<file path="src/design/sdrc_defs.vh">
// Constants for the sinc decimation rate control block.
// Assumes inclusion by the block's single design file.
`ifndef SDRC_DEFS_VH
`define SDRC_DEFS_VH
// ==============================================
// Register byte offsets
`define SDRC_OFS_MODE 4'h0
`define SDRC_OFS_CHAN 4'h4
`define SDRC_OFS_DATA 4'h8
`define SDRC_OFS_STAT 4'hC
// ==============================================
// Mode register fields
`define SDRC_FS_MSB 9
`define SDRC_BIT_ZL 11
`define SDRC_BIT_REJ 13
`define SDRC_BIT_ORD3 15
`define SDRC_BIT_SEQ 16
// ==============================================
// Channel register fields
`define SDRC_CH_MSB 3
`define SDRC_LAST_LSB 8
`define SDRC_LAST_MSB 11
// ==============================================
// Reset values
`define SDRC_FS_RST 10'h060
`define SDRC_CH_RST 4'h0
// ==============================================
// Rate structure: 1024 master clocks = 16 x 64
`define SDRC_MOD_DIV 5'h10
`define SDRC_DEC_PER_FS 16'h0040
`define SDRC_ORDER4 3'h4
`define SDRC_ORDER3 3'h3
`endif

</file>
<file path="src/design/sdrc_top.v">
// Third_order_select/sinc4 decimator with rate, settling and channel control.
// Assumes an Avalon-MM master, a modulator bitstream synchronous
// to I_CLK_SYS, and I_CLK_SYS serving as the master clock.
//
// Overview of operation
// Selectable sinc order, zero latency, notch option
// Resets to fourth order, notch off
// One result per 1024 x divider clocks
// Divider word accepts 1 to 1023
// Fourth order settles in four periods
// Channel change resets, first result after settling
// Step leaves cadence unchanged without zero latency
// Mode bit 11 enables zero latency
// Zero latency period is order x 1024 x divider
// Sequencer enabled forces zero latency
// Zero latency restarts filter every result
// Divider 96 gives 50 or 12.5 Hz
// Divider 80 gives 60 or 15 Hz
// Divider 480 gives 10 or 2.5 Hz
// Extra notch keeps output rate unchanged
// Mode bit selects third order filter
// Third order settles in three periods
// Fourth order corner from sinc4 structure
// Third order corner from third_order_select structure
// One-cycle valid strobe with each result
`timescale 1ns/1ns
`default_nettype none
`include "sdrc_defs.vh"

module sdrc_top #(
  parameter ACC_W = 64,
  parameter RES_W = 24
) (
  // Clock and reset
  input wire I_CLK_SYS,
  input wire I_RST,
  // Avalon-MM slave
  input wire [3:0] I_AVS_ADDRESS,
  input wire I_AVS_READ,
  input wire I_AVS_WRITE,
  input wire [31:0] I_AVS_WRITEDATA,
  input wire [3:0] I_AVS_BYTEENABLE,
  output reg [31:0] O_AVS_READDATA,
  output reg O_AVS_WAITREQUEST,
  // Modulator side
  input wire I_MOD_BIT,
  output reg O_MOD_SAMPLE,
  output reg O_MOD_RESET,
  output reg [3:0] O_CHANNEL,
  // Result side
  output reg [RES_W-1:0] O_RESULT,
  output reg O_RESULT_VALID
);

  // ==============================================
  // Functions
  function [31:0] be_merge;
    input [31:0] old_v;
    input [31:0] new_v;
    input [3:0] be;
    integer b;
    begin
      be_merge = old_v;
      for (b = 0; b < 4; b = b + 1) begin
        if (be[b]) begin
          be_merge[b*8 +: 8] = new_v[b*8 +: 8];
        end
      end
    end
  endfunction

  // ==============================================
  // Control registers
  reg [9:0] fs_r;
  reg zl_r;
  reg rej_r;
  reg ord3_r;
  reg seq_r;
  reg [3:0] chan_r;
  reg [3:0] last_r;
  reg [RES_W-1:0] data_r;
  reg ready_r;

  // ==============================================
  // Filter state
  reg [4:0] mclk_cnt_r;
  reg [15:0] samp_cnt_r;
  reg [2:0] conv_cnt_r;
  reg [ACC_W-1:0] integ_r [0:3];
  reg [ACC_W-1:0] comb_d_r [0:3];
  reg [RES_W-1:0] prev_r;
  integer k;

  // ==============================================
  // Bus decode
  wire bus_req = I_AVS_READ | I_AVS_WRITE;
  wire bus_go = bus_req & ~O_AVS_WAITREQUEST;
  wire do_wr = bus_go & I_AVS_WRITE;
  wire do_rd = bus_go & I_AVS_READ;
  wire wr_mode = do_wr & (I_AVS_ADDRESS == `SDRC_OFS_MODE);
  wire wr_chan = do_wr & (I_AVS_ADDRESS == `SDRC_OFS_CHAN);
  wire rd_data = do_rd & (I_AVS_ADDRESS == `SDRC_OFS_DATA);

  wire [31:0] mode_rd;
  wire [31:0] chan_rd;
  wire [31:0] stat_rd;
  assign mode_rd = {15'h0000, seq_r, ord3_r, 1'b0, rej_r, 1'b0,
                    zl_r, 1'b0, fs_r};
  assign chan_rd = {20'h00000, last_r, 4'h0, chan_r};
  assign stat_rd = {24'h000000, conv_cnt_r, chan_r, ready_r};

  wire [31:0] mode_new = be_merge(mode_rd, I_AVS_WRITEDATA,
                                  I_AVS_BYTEENABLE);
  wire [31:0] chan_new = be_merge(chan_rd, I_AVS_WRITEDATA,
                                  I_AVS_BYTEENABLE);

  // ==============================================
  // Rate and settling decode
  wire zl_eff = zl_r | seq_r;
  wire [2:0] order = ord3_r ? `SDRC_ORDER3 : `SDRC_ORDER4;
  wire [15:0] dec_last;
  assign dec_last = fs_r * `SDRC_DEC_PER_FS - 16'h0001;
  wire mod_tick = (mclk_cnt_r == `SDRC_MOD_DIV - 5'h01);
  wire conv_end = mod_tick & (samp_cnt_r == dec_last);
  wire [2:0] conv_inc = conv_cnt_r + 3'h1;
  wire settled = (conv_inc >= order);
  wire emit = conv_end & settled;
  wire seq_step = emit & seq_r;
  wire [3:0] seq_next = (chan_r == last_r) ? 4'h0 : chan_r + 4'h1;
  wire restart = wr_mode | wr_chan | seq_step;
  wire flt_clr = restart | (emit & zl_eff);

  // ==============================================
  // Comb chain
  reg [ACC_W-1:0] cval [0:4];
  reg [ACC_W-1:0] cic_out;
  always @* begin
    cval[0] = ord3_r ? integ_r[2] : integ_r[3];
    for (k = 0; k < 4; k = k + 1) begin
      cval[k+1] = cval[k] - comb_d_r[k];
    end
    cic_out = ord3_r ? cval[3] : cval[4];
  end

  wire [RES_W-1:0] raw_res = cic_out[ACC_W-1 -: RES_W];
  wire [RES_W:0] avg_sum = {raw_res[RES_W-1], raw_res} +
                           {prev_r[RES_W-1], prev_r};
  wire [RES_W-1:0] res_sel = rej_r ? avg_sum[RES_W:1] : raw_res;
  wire [ACC_W-1:0] in_val = I_MOD_BIT ? {{(ACC_W-1){1'b0}}, 1'b1}
                                      : {ACC_W{1'b1}};

  // ==============================================
  // Avalon slave handshake
  always @(posedge I_CLK_SYS) begin
    if (I_RST) begin
      O_AVS_WAITREQUEST <= 1'b1;
      O_AVS_READDATA <= 32'h00000000;
    end else if (bus_go) begin
      O_AVS_WAITREQUEST <= 1'b1;
    end else if (bus_req) begin
      O_AVS_WAITREQUEST <= 1'b0;
      case (I_AVS_ADDRESS)
        `SDRC_OFS_MODE: O_AVS_READDATA <= mode_rd;
        `SDRC_OFS_CHAN: O_AVS_READDATA <= chan_rd;
        `SDRC_OFS_DATA: O_AVS_READDATA <= {8'h00, data_r};
        `SDRC_OFS_STAT: O_AVS_READDATA <= stat_rd;
        default: O_AVS_READDATA <= 32'h00000000;
      endcase
    end
  end

  // ==============================================
  // Control registers and sequencer
  always @(posedge I_CLK_SYS) begin
    if (I_RST) begin
      fs_r <= `SDRC_FS_RST;
      zl_r <= 1'b0;
      rej_r <= 1'b0;
      ord3_r <= 1'b0;
      seq_r <= 1'b0;
      chan_r <= `SDRC_CH_RST;
      last_r <= `SDRC_CH_RST;
    end else begin
      if (wr_mode) begin
        if (mode_new[`SDRC_FS_MSB:0] != 10'h000) begin
          fs_r <= mode_new[`SDRC_FS_MSB:0];
        end
        zl_r <= mode_new[`SDRC_BIT_ZL];
        rej_r <= mode_new[`SDRC_BIT_REJ];
        ord3_r <= mode_new[`SDRC_BIT_ORD3];
        seq_r <= mode_new[`SDRC_BIT_SEQ];
      end
      if (wr_chan) begin
        chan_r <= chan_new[`SDRC_CH_MSB:0];
        last_r <= chan_new[`SDRC_LAST_MSB:`SDRC_LAST_LSB];
      end else if (seq_step) begin
        chan_r <= seq_next;
      end
    end
  end

  // ==============================================
  // Rate counters and settling
  always @(posedge I_CLK_SYS) begin
    if (I_RST || flt_clr) begin
      mclk_cnt_r <= 5'h00;
      samp_cnt_r <= 16'h0000;
      conv_cnt_r <= 3'h0;
    end else begin
      mclk_cnt_r <= mod_tick ? 5'h00 : mclk_cnt_r + 5'h01;
      if (mod_tick) begin
        samp_cnt_r <= conv_end ? 16'h0000 : samp_cnt_r + 16'h0001;
      end
      if (conv_end && !settled) begin
        conv_cnt_r <= conv_inc;
      end else if (conv_end) begin
        conv_cnt_r <= order;
      end
    end
  end

  // ==============================================
  // Integrators and comb delays
  always @(posedge I_CLK_SYS) begin
    if (I_RST || flt_clr) begin
      for (k = 0; k < 4; k = k + 1) begin
        integ_r[k] <= {ACC_W{1'b0}};
        comb_d_r[k] <= {ACC_W{1'b0}};
      end
    end else if (mod_tick) begin
      integ_r[0] <= integ_r[0] + in_val;
      for (k = 1; k < 4; k = k + 1) begin
        integ_r[k] <= integ_r[k] + integ_r[k-1];
      end
      if (conv_end) begin
        for (k = 0; k < 4; k = k + 1) begin
          comb_d_r[k] <= cval[k];
        end
      end
    end
  end

  // ==============================================
  // Results and strobes
  always @(posedge I_CLK_SYS) begin
    if (I_RST) begin
      data_r <= {RES_W{1'b0}};
      prev_r <= {RES_W{1'b0}};
      ready_r <= 1'b0;
      O_RESULT <= {RES_W{1'b0}};
      O_RESULT_VALID <= 1'b0;
      O_MOD_SAMPLE <= 1'b0;
      O_MOD_RESET <= 1'b0;
      O_CHANNEL <= `SDRC_CH_RST;
    end else begin
      O_RESULT_VALID <= emit;
      O_MOD_SAMPLE <= mod_tick & ~flt_clr;
      O_MOD_RESET <= restart;
      O_CHANNEL <= wr_chan ? chan_new[`SDRC_CH_MSB:0] :
                   (seq_step ? seq_next : chan_r);
      if (restart) begin
        prev_r <= {RES_W{1'b0}};
      end else if (conv_end) begin
        prev_r <= raw_res;
      end
      if (emit) begin
        data_r <= res_sel;
        O_RESULT <= res_sel;
        ready_r <= 1'b1;
      end else if (rd_data) begin
        ready_r <= 1'b0;
      end
    end
  end

endmodule // sdrc_top

`default_nettype wire

</file>
<file path="config.mk">
export PLATFORM = sky130hd
export DESIGN_NAME = sdrc_top
export DESIGN_NICKNAME = d
export VERILOG_FILES = /design/src/design/sdrc_top.v
export VERILOG_INCLUDE_DIRS = /design/src /design/src/design
export SDC_FILE = /design/constraint.sdc
export NUM_CORES = 2
export LEC_CHECK = 0
export BUFFER_PORTS_ARGS = -buffer_cell sky130_fd_sc_hd__buf_2
export CORE_MARGIN = 2
export CORE_UTILIZATION = 55
export CTS_BUF_LIST = sky130_fd_sc_hd__clkbuf_4 sky130_fd_sc_hd__clkbuf_8
export CTS_CLUSTER_SIZE = 40
export DETAILED_ROUTE_END_ITERATION = 16
export GPL_TIMING_DRIVEN = 0
export HOLD_SLACK_MARGIN = 0.02
export PLACE_DENSITY = 0.83
export SYNTH_ARGS = -nofsm -noshare
export SYNTH_HDL_FRONTEND = slang
export SYNTH_SLANG_ARGS = --single-unit
</file>
<file path="constraint.sdc">
create_clock -name I_CLK_SYS -period 11.3 [get_ports I_CLK_SYS]
set_input_delay 2.26 -clock I_CLK_SYS [delete_from_list [all_inputs] [get_ports I_CLK_SYS]]
set_output_delay 2.26 -clock I_CLK_SYS [all_outputs]
set_load 0.1 [all_outputs]
</file>
# Yosys cells after proc, flatten, opt, wreduce, memory -nomap -nowiden
# Memory sizes are Yosys's and may differ from the RTL's.
# Index checks and enable logic that the tools add are counted.
totals:
  mem_bits_rw: 512
  reg_bits: 131
  mem_count: 2
  in_bits: 45
  wordCells: 120
memory_table:
  columns: ["memory", "depth", "word_bits", "read_ports", "rd_ports_with_merged_regs", "write_ports", "line_no", "source"]
  rows:
  - ["comb_d_r", 4, 64, 4, 0, 4, "sdrc_top.v:90", "reg [ACC_W-1:0] comb_d_r [0:3];"]
  - ["integ_r", 4, 64, 4, 0, 4, "sdrc_top.v:89", "reg [ACC_W-1:0] integ_r [0:3];"]
op_classes:
  muxes: 34
  bitwise_logic: 27
  eq_ne: 7
  n_addsub: 14
  order_cmp: 1
  n_reduce_logical: 17
ops:
  columns: ["op", "count"]
  rows:
  - ["64-bit 2-to-1 mux", 11]
  - ["64-bit adder", 4]
  - ["64-bit subtractor", 4]
  - ["24-bit case mux with 4 select lines", 1]
  - ["24-bit by 24-bit adder with 25-bit output", 1]
  - ["24-bit 2-to-1 mux", 1]
  - ["16-bit by 1-bit adder with 16-bit output (second input constant)", 1]
  - ["16-bit == test", 1]
  - ["16-bit 2-to-1 mux", 1]
  - ["4-bit 2-to-1 mux", 4]
  - ["16-bit by 1-bit subtractor with 16-bit output (second input constant)", 1]
  - ["1-bit OR", 13]
  - ["2-bit AND reduction", 6]
  - ["1-bit AND", 11]
  - ["1-bit 2-to-1 mux", 11]
  - ["10-bit nonzero test", 1]
  - ["3-bit 2-to-1 mux", 3]
  - ["4-bit == test (second input constant)", 2]
  - ["8-bit 2-to-1 mux", 1]
  - ["2-bit nonzero test", 3]
  - ["2-bit OR reduction", 3]
  - ["5-bit by 1-bit adder with 5-bit output (second input constant)", 1]
  - ["5-bit by 4-bit == test with 1-bit output (second input constant)", 1]
  - ["4-bit by 1-bit adder with 4-bit output (second input constant)", 1]
  - ["11 further kinds", 13]

# Depth between registers and ports, before layout
logic_depth:
  word_depth: 11
  ltp_mapped: 65
  ltp_nobuf: 61

# Least setup slack after synthesis
# No wires, ideal clock.
synth_path:
  path_kind: "register to register"
  startpoint: "register ord3_r"
  endpoint: "register data_r[23]"
  setup_time_ns: 0.066
  arrival_time_ns: 12.157
  slack_ns: -0.923
  synth_period_minus_slack_ns: 12.223
  stages_incl_launch_ff: 59
  n_path_buf: 4
  cell_sequence: "dfxtp_1 > clkbuf_1 > clkbuf_1 > buf_1 > mux2i_1 > ha_1 > fa_1 > nor2b_1 > o21ai_0 > a21oi_1 > o21ai_0 > a31oi_1 > and2_1 > o21ai_0 > nand2b_1 > a21oi_1 > o21bai_1 > xor2_1 > [23 not listed] > a21o_1 > a211o_1 > or3_1 > o221ai_1 > o21ai_0 > a21oi_1 > xnor2_1 > mux2i_1 > inv_1 > ha_1 > a21o_1 > or3_1 > a311oi_1 > o31a_1 > o21ai_0 > a2111oi_0 > o221ai_2 > a21oi_2"
synth_lines:
  columns: ["item", "line_no", "source"]
  rows:
  - ["start: declaration", "sdrc_top.v:77", "reg ord3_r;"]
  - ["start signal: assignment", "sdrc_top.v:190", "ord3_r <= mode_new[`SDRC_BIT_ORD3];"]
  - ["end signal: assignment", "sdrc_top.v:247", "data_r <= {RES_W{1'b0}};"]
  - ["end signal: assignment", "sdrc_top.v:267", "data_r <= res_sel;"]
  - ["end: declaration", "sdrc_top.v:81", "reg [RES_W-1:0] data_r;"]

==> impl_metrics.env <==
export IMPL_outcome="complete, but fails checks"
export IMPL_violations="negative setup slack"
export IMPL_slew_violations=0
export IMPL_p_sw_mw=5.91
export IMPL_internal_power_mw=7.28
export IMPL_clk_root_buffer_cell="clkbuf_8"
export IMPL_post_dp_hpwl_um=106000
export IMPL_fin_crit_sh=1.05
export IMPL_cts_tree="done"
export IMPL_worst_slew_pin_transition_ns=1.44
export IMPL_hold_violations=0
export IMPL_vias=48400
export IMPL_period_needed_ns=11.88
export IMPL_crit_slowest_cell="a2111oi_4"
export IMPL_syn_cell_area_mm2=0.0536
export IMPL_cp_start_kind="register"
export IMPL_postLayoutCellArea_mm2=0.0614
export IMPL_fillers=7653
export IMPL_avgSynthCellArea_um2=8.72
export IMPL_cts_sinks=635
export IMPL_die_width_um=316
export IMPL_clkTransAtPathRegs_ns=0.06
export IMPL_ys_ff_latch=635
export IMPL_seqPwrFrac=0.201
export IMPL_peakVddDrop_uv=225
export IMPL_drive_above_1_share=0.128
export IMPL_io_pins=109
export IMPL_max_freq_mhz=84.2
export IMPL_core_area_mm2=0.0967
export IMPL_grt_max_degree=131
export IMPL_firstDrtPassIters=8
export IMPL_gp_congestion=0.972
export IMPL_first_global_vias=45400
export IMPL_final_nets=7081
export IMPL_numCtsBuffers=111
export IMPL_r2r_start="ord3_r$_SDFFE_PP0P_"
export IMPL_rows=114
export IMPL_critPathMaxStageDelay_ns=0.46
export IMPL_instances_no_fill=7862
export IMPL_synthArstFlopShare=0
export IMPL_first_iter_violations=4557
export IMPL_utilization=0.635
export IMPL_die_area_mm2=0.100
export IMPL_powerDensity_mw_per_mm2=215
export IMPL_setup_viol=14
export IMPL_dp_slack_ns=-3.90
export IMPL_ctsHoldBuffers=0
export IMPL_track_usage=0.277
export IMPL_rsz0062_at_grt="yes"
export IMPL_power_leakage_nw=26.8
export IMPL_max_clock_path_buffers=3
export IMPL_yosys_cell_types_count=104
export IMPL_htreeDepth=3
export IMPL_drtAntennaViolNets=0
export IMPL_hold_start="mclk_cnt_r[0]$_SDFF_PP0_"
export IMPL_area_growth_pct=14.4
export IMPL_min_path_type="reg2reg"
export IMPL_slew_limit_headroom=0.0372
export IMPL_grt_pass1_wl_um=227000
export IMPL_yosysWarnings=0
export IMPL_place_area_mm2=0.0559
export IMPL_antenna_found_initial=3
export IMPL_port_buffers=80
export IMPL_die_h_um=316
export IMPL_switching_share=0.448
export IMPL_cp_max_fo=7
export IMPL_clk_latency_ns=0.81
export IMPL_path_class="reg2reg"
export IMPL_cp_startpoint="ord3_r$_SDFFE_PP0P_"
export IMPL_regToRegSetupSlack_ns=-0.58
export IMPL_clock_skew_ns=0.0815
export IMPL_crit_required_ns=12.00
export IMPL_setup_worst_path_end_class="register"
export IMPL_drc=0
export IMPL_synth_seq_area_share=0.332
export IMPL_grt_ovfl_total=0
export IMPL_drv_cap=0
export IMPL_fin_ws_ns=-0.579
export IMPL_postRouteWirelength_um=149000
export IMPL_dp_cells=7523
export IMPL_power_frac_comb=0.625
export IMPL_clkPwrFrac=0.175
export IMPL_whs_ns=0.447
export IMPL_synth_edf_count=512
export IMPL_synth_cells=6153
export IMPL_start_util=0.555
export IMPL_wl_per_cell_um=19.0
export IMPL_ys_flop_type="edfxtp_1"
export IMPL_vias_per_cell=6.15
export IMPL_setup_tns_ns=-4.92
export IMPL_cp_arrival_ns=12.58
export IMPL_totalPowerFinal_mw=13.2
==> cell type report <==
type,instances,area [um2],area share
well taps,1276,1600,0.0260
plain buffers,229,1140,0.0186
clock inverters,58,526,0.00856
multi-input cells,4853,35100,0.572
diodes,3,7.51,0.000122
repair buffers,236,1720,0.0281
inverters,424,1590,0.0259
clock buffers,148,1830,0.0298
flip-flops and latches,635,17800,0.291
==> critical path: cells and delay by family, from the launching register on <==
family / cells / cell delay, ns
buffers and inverters: 4 / 0.79
AND/OR/NAND/NOR: 13 / 2.11
XOR/XNOR: 3 / 0.71
multiplexers: 2 / 0.43
flip-flops: 1 / 0.44
adder cells (fa/ha/maj): 6 / 1.82
AO/OA/AOI/OAI: 27 / 5.43
==> cells by family (layout without fill, tap and decap cells) <==
family / Yosys count / after routing / share of synthesized area
xor gates and xnor gates: 465 / 465 / 0.0766
muxes: 118 / 118 / 0.0236
AOI/OAI and AO/OA: 1800 / 1800 / 0.214
other: 1 / 11 / 0.0000699
and+or+nand+nor: 1916 / 1916 / 0.174
DFF: 635 / 635 / 0.332
buffers and inverters: 672 / 1095 / 0.0506
adders and majority gates: 546 / 546 / 0.128
==> state kept, by name, summed over array words and instances (netlist names), 3 cells and up <==
register	cells
prev_r	24
integ_r	256
conv_cnt_r	3
comb_d_r	256
mclk_cnt_r	5
samp_cnt_r	16
last_r	4
data_r	24
O_AVS_READDATA	24
O_CHANNEL	4
fs_r	10
==> cell usage in the layout (no fill, tap or decap), types with 152 or more instances in the layout <==
| cell | Yosys | final |
|---|---|---|
| a21oi_1 | 603 | 547 |
| inv_1 | 422 | 419 |
| nand2_1 | 403 | 394 |
| xnor2_1 | 265 | 245 |
| xor2_1 | 197 | 186 |
| o21ai_0 | 298 | 261 |
| buf_4 | 9 | 152 |
| edfxtp_1 | 512 | 512 |
| nor2_1 | 595 | 576 |
| ha_1 | 538 | 489 |
| a21o_1 | 316 | 316 |
| clkbuf_1 | 217 | 193 |
| and3_1 | 209 | 207 |
==> power by group through the flow <==
stage / logic (mW) / registers, mW / clock network (mW)
final: 8.24 / 2.65 / 2.30
after CTS: 7.00 / 2.64 / 2.33
after floorplan: 4.77 / 2.70 / 0
after detailed placement: 6.14 / 2.69 / 0
after global routing: 8.79 / 2.65 / 2.43
after global placement: 5.98 / 2.72 / 0
==> routing by layer <==
layer | vias up | track usage | part of all wire
met5 | - | 0 | 0.000087
met4 | 2 | 0.149 | 0.060
met3 | 567 | 0.0354 | 0.068
li1 | 23100 | - | -
met2 | 2054 | 0.470 | 0.47
met1 | 22600 | 0.343 | 0.40
==> what timing repair did <==
item	4_1_cts	5_1_grt
gates resized for setup	210	226
setup endpoints to repair	49	25
cloned	0	1
setup buffers	90	59
pin swaps	73	126
hold endpoints to repair	0	0
==> cell usage after synthesis, drive strengths merged (10+ instances only) <==
cell type,instances,area [um2]
and4,17,149
a211oi,60,460
nand2b,65,407
nand4,95,601
nor2b,67,419
a41oi,10,87.6
nand2,403,1510
xor2,198,1740
a21o,316,2370
and2,124,778
a21boi,22,165
o21bai,95,713
mux2,69,777
nor3b,10,75.1
mux2i,49,490
nor2,596,2240
or2,13,81.3
or3,22,144
xnor2,265,2320
o21ai,300,1500
o41ai,16,159
edfxtp,512,15400
o211ai,31,233
a31o,11,96.3
nor3,105,531
buf,17,123
a21oi,604,3030
nor4,25,156
o31ai,29,218
ha,538,6730
o22ai,11,68.8
a31oi,58,363
nand3,138,691
a221oi,18,158
o21a,67,503
clkbuf,224,905
o31a,12,106
inv,422,1580
a311oi,11,96.3
a22oi,22,165
a2111oi,15,131
and3,210,1320
dfxtp,123,2460
a211o,18,158
==> worst paths after layout <==
path / endpoint / depth (start not counted)
setup reg to reg: data_r[22]$_SDFFE_PP0P_ / 55
hold / removal: mclk_cnt_r[0]$_SDFF_PP0_ / 1
setup / recovery: data_r[22]$_SDFFE_PP0P_ / 55
hold reg to reg: mclk_cnt_r[0]$_SDFF_PP0_ / 1
Power figures use the tool's default switching activity.
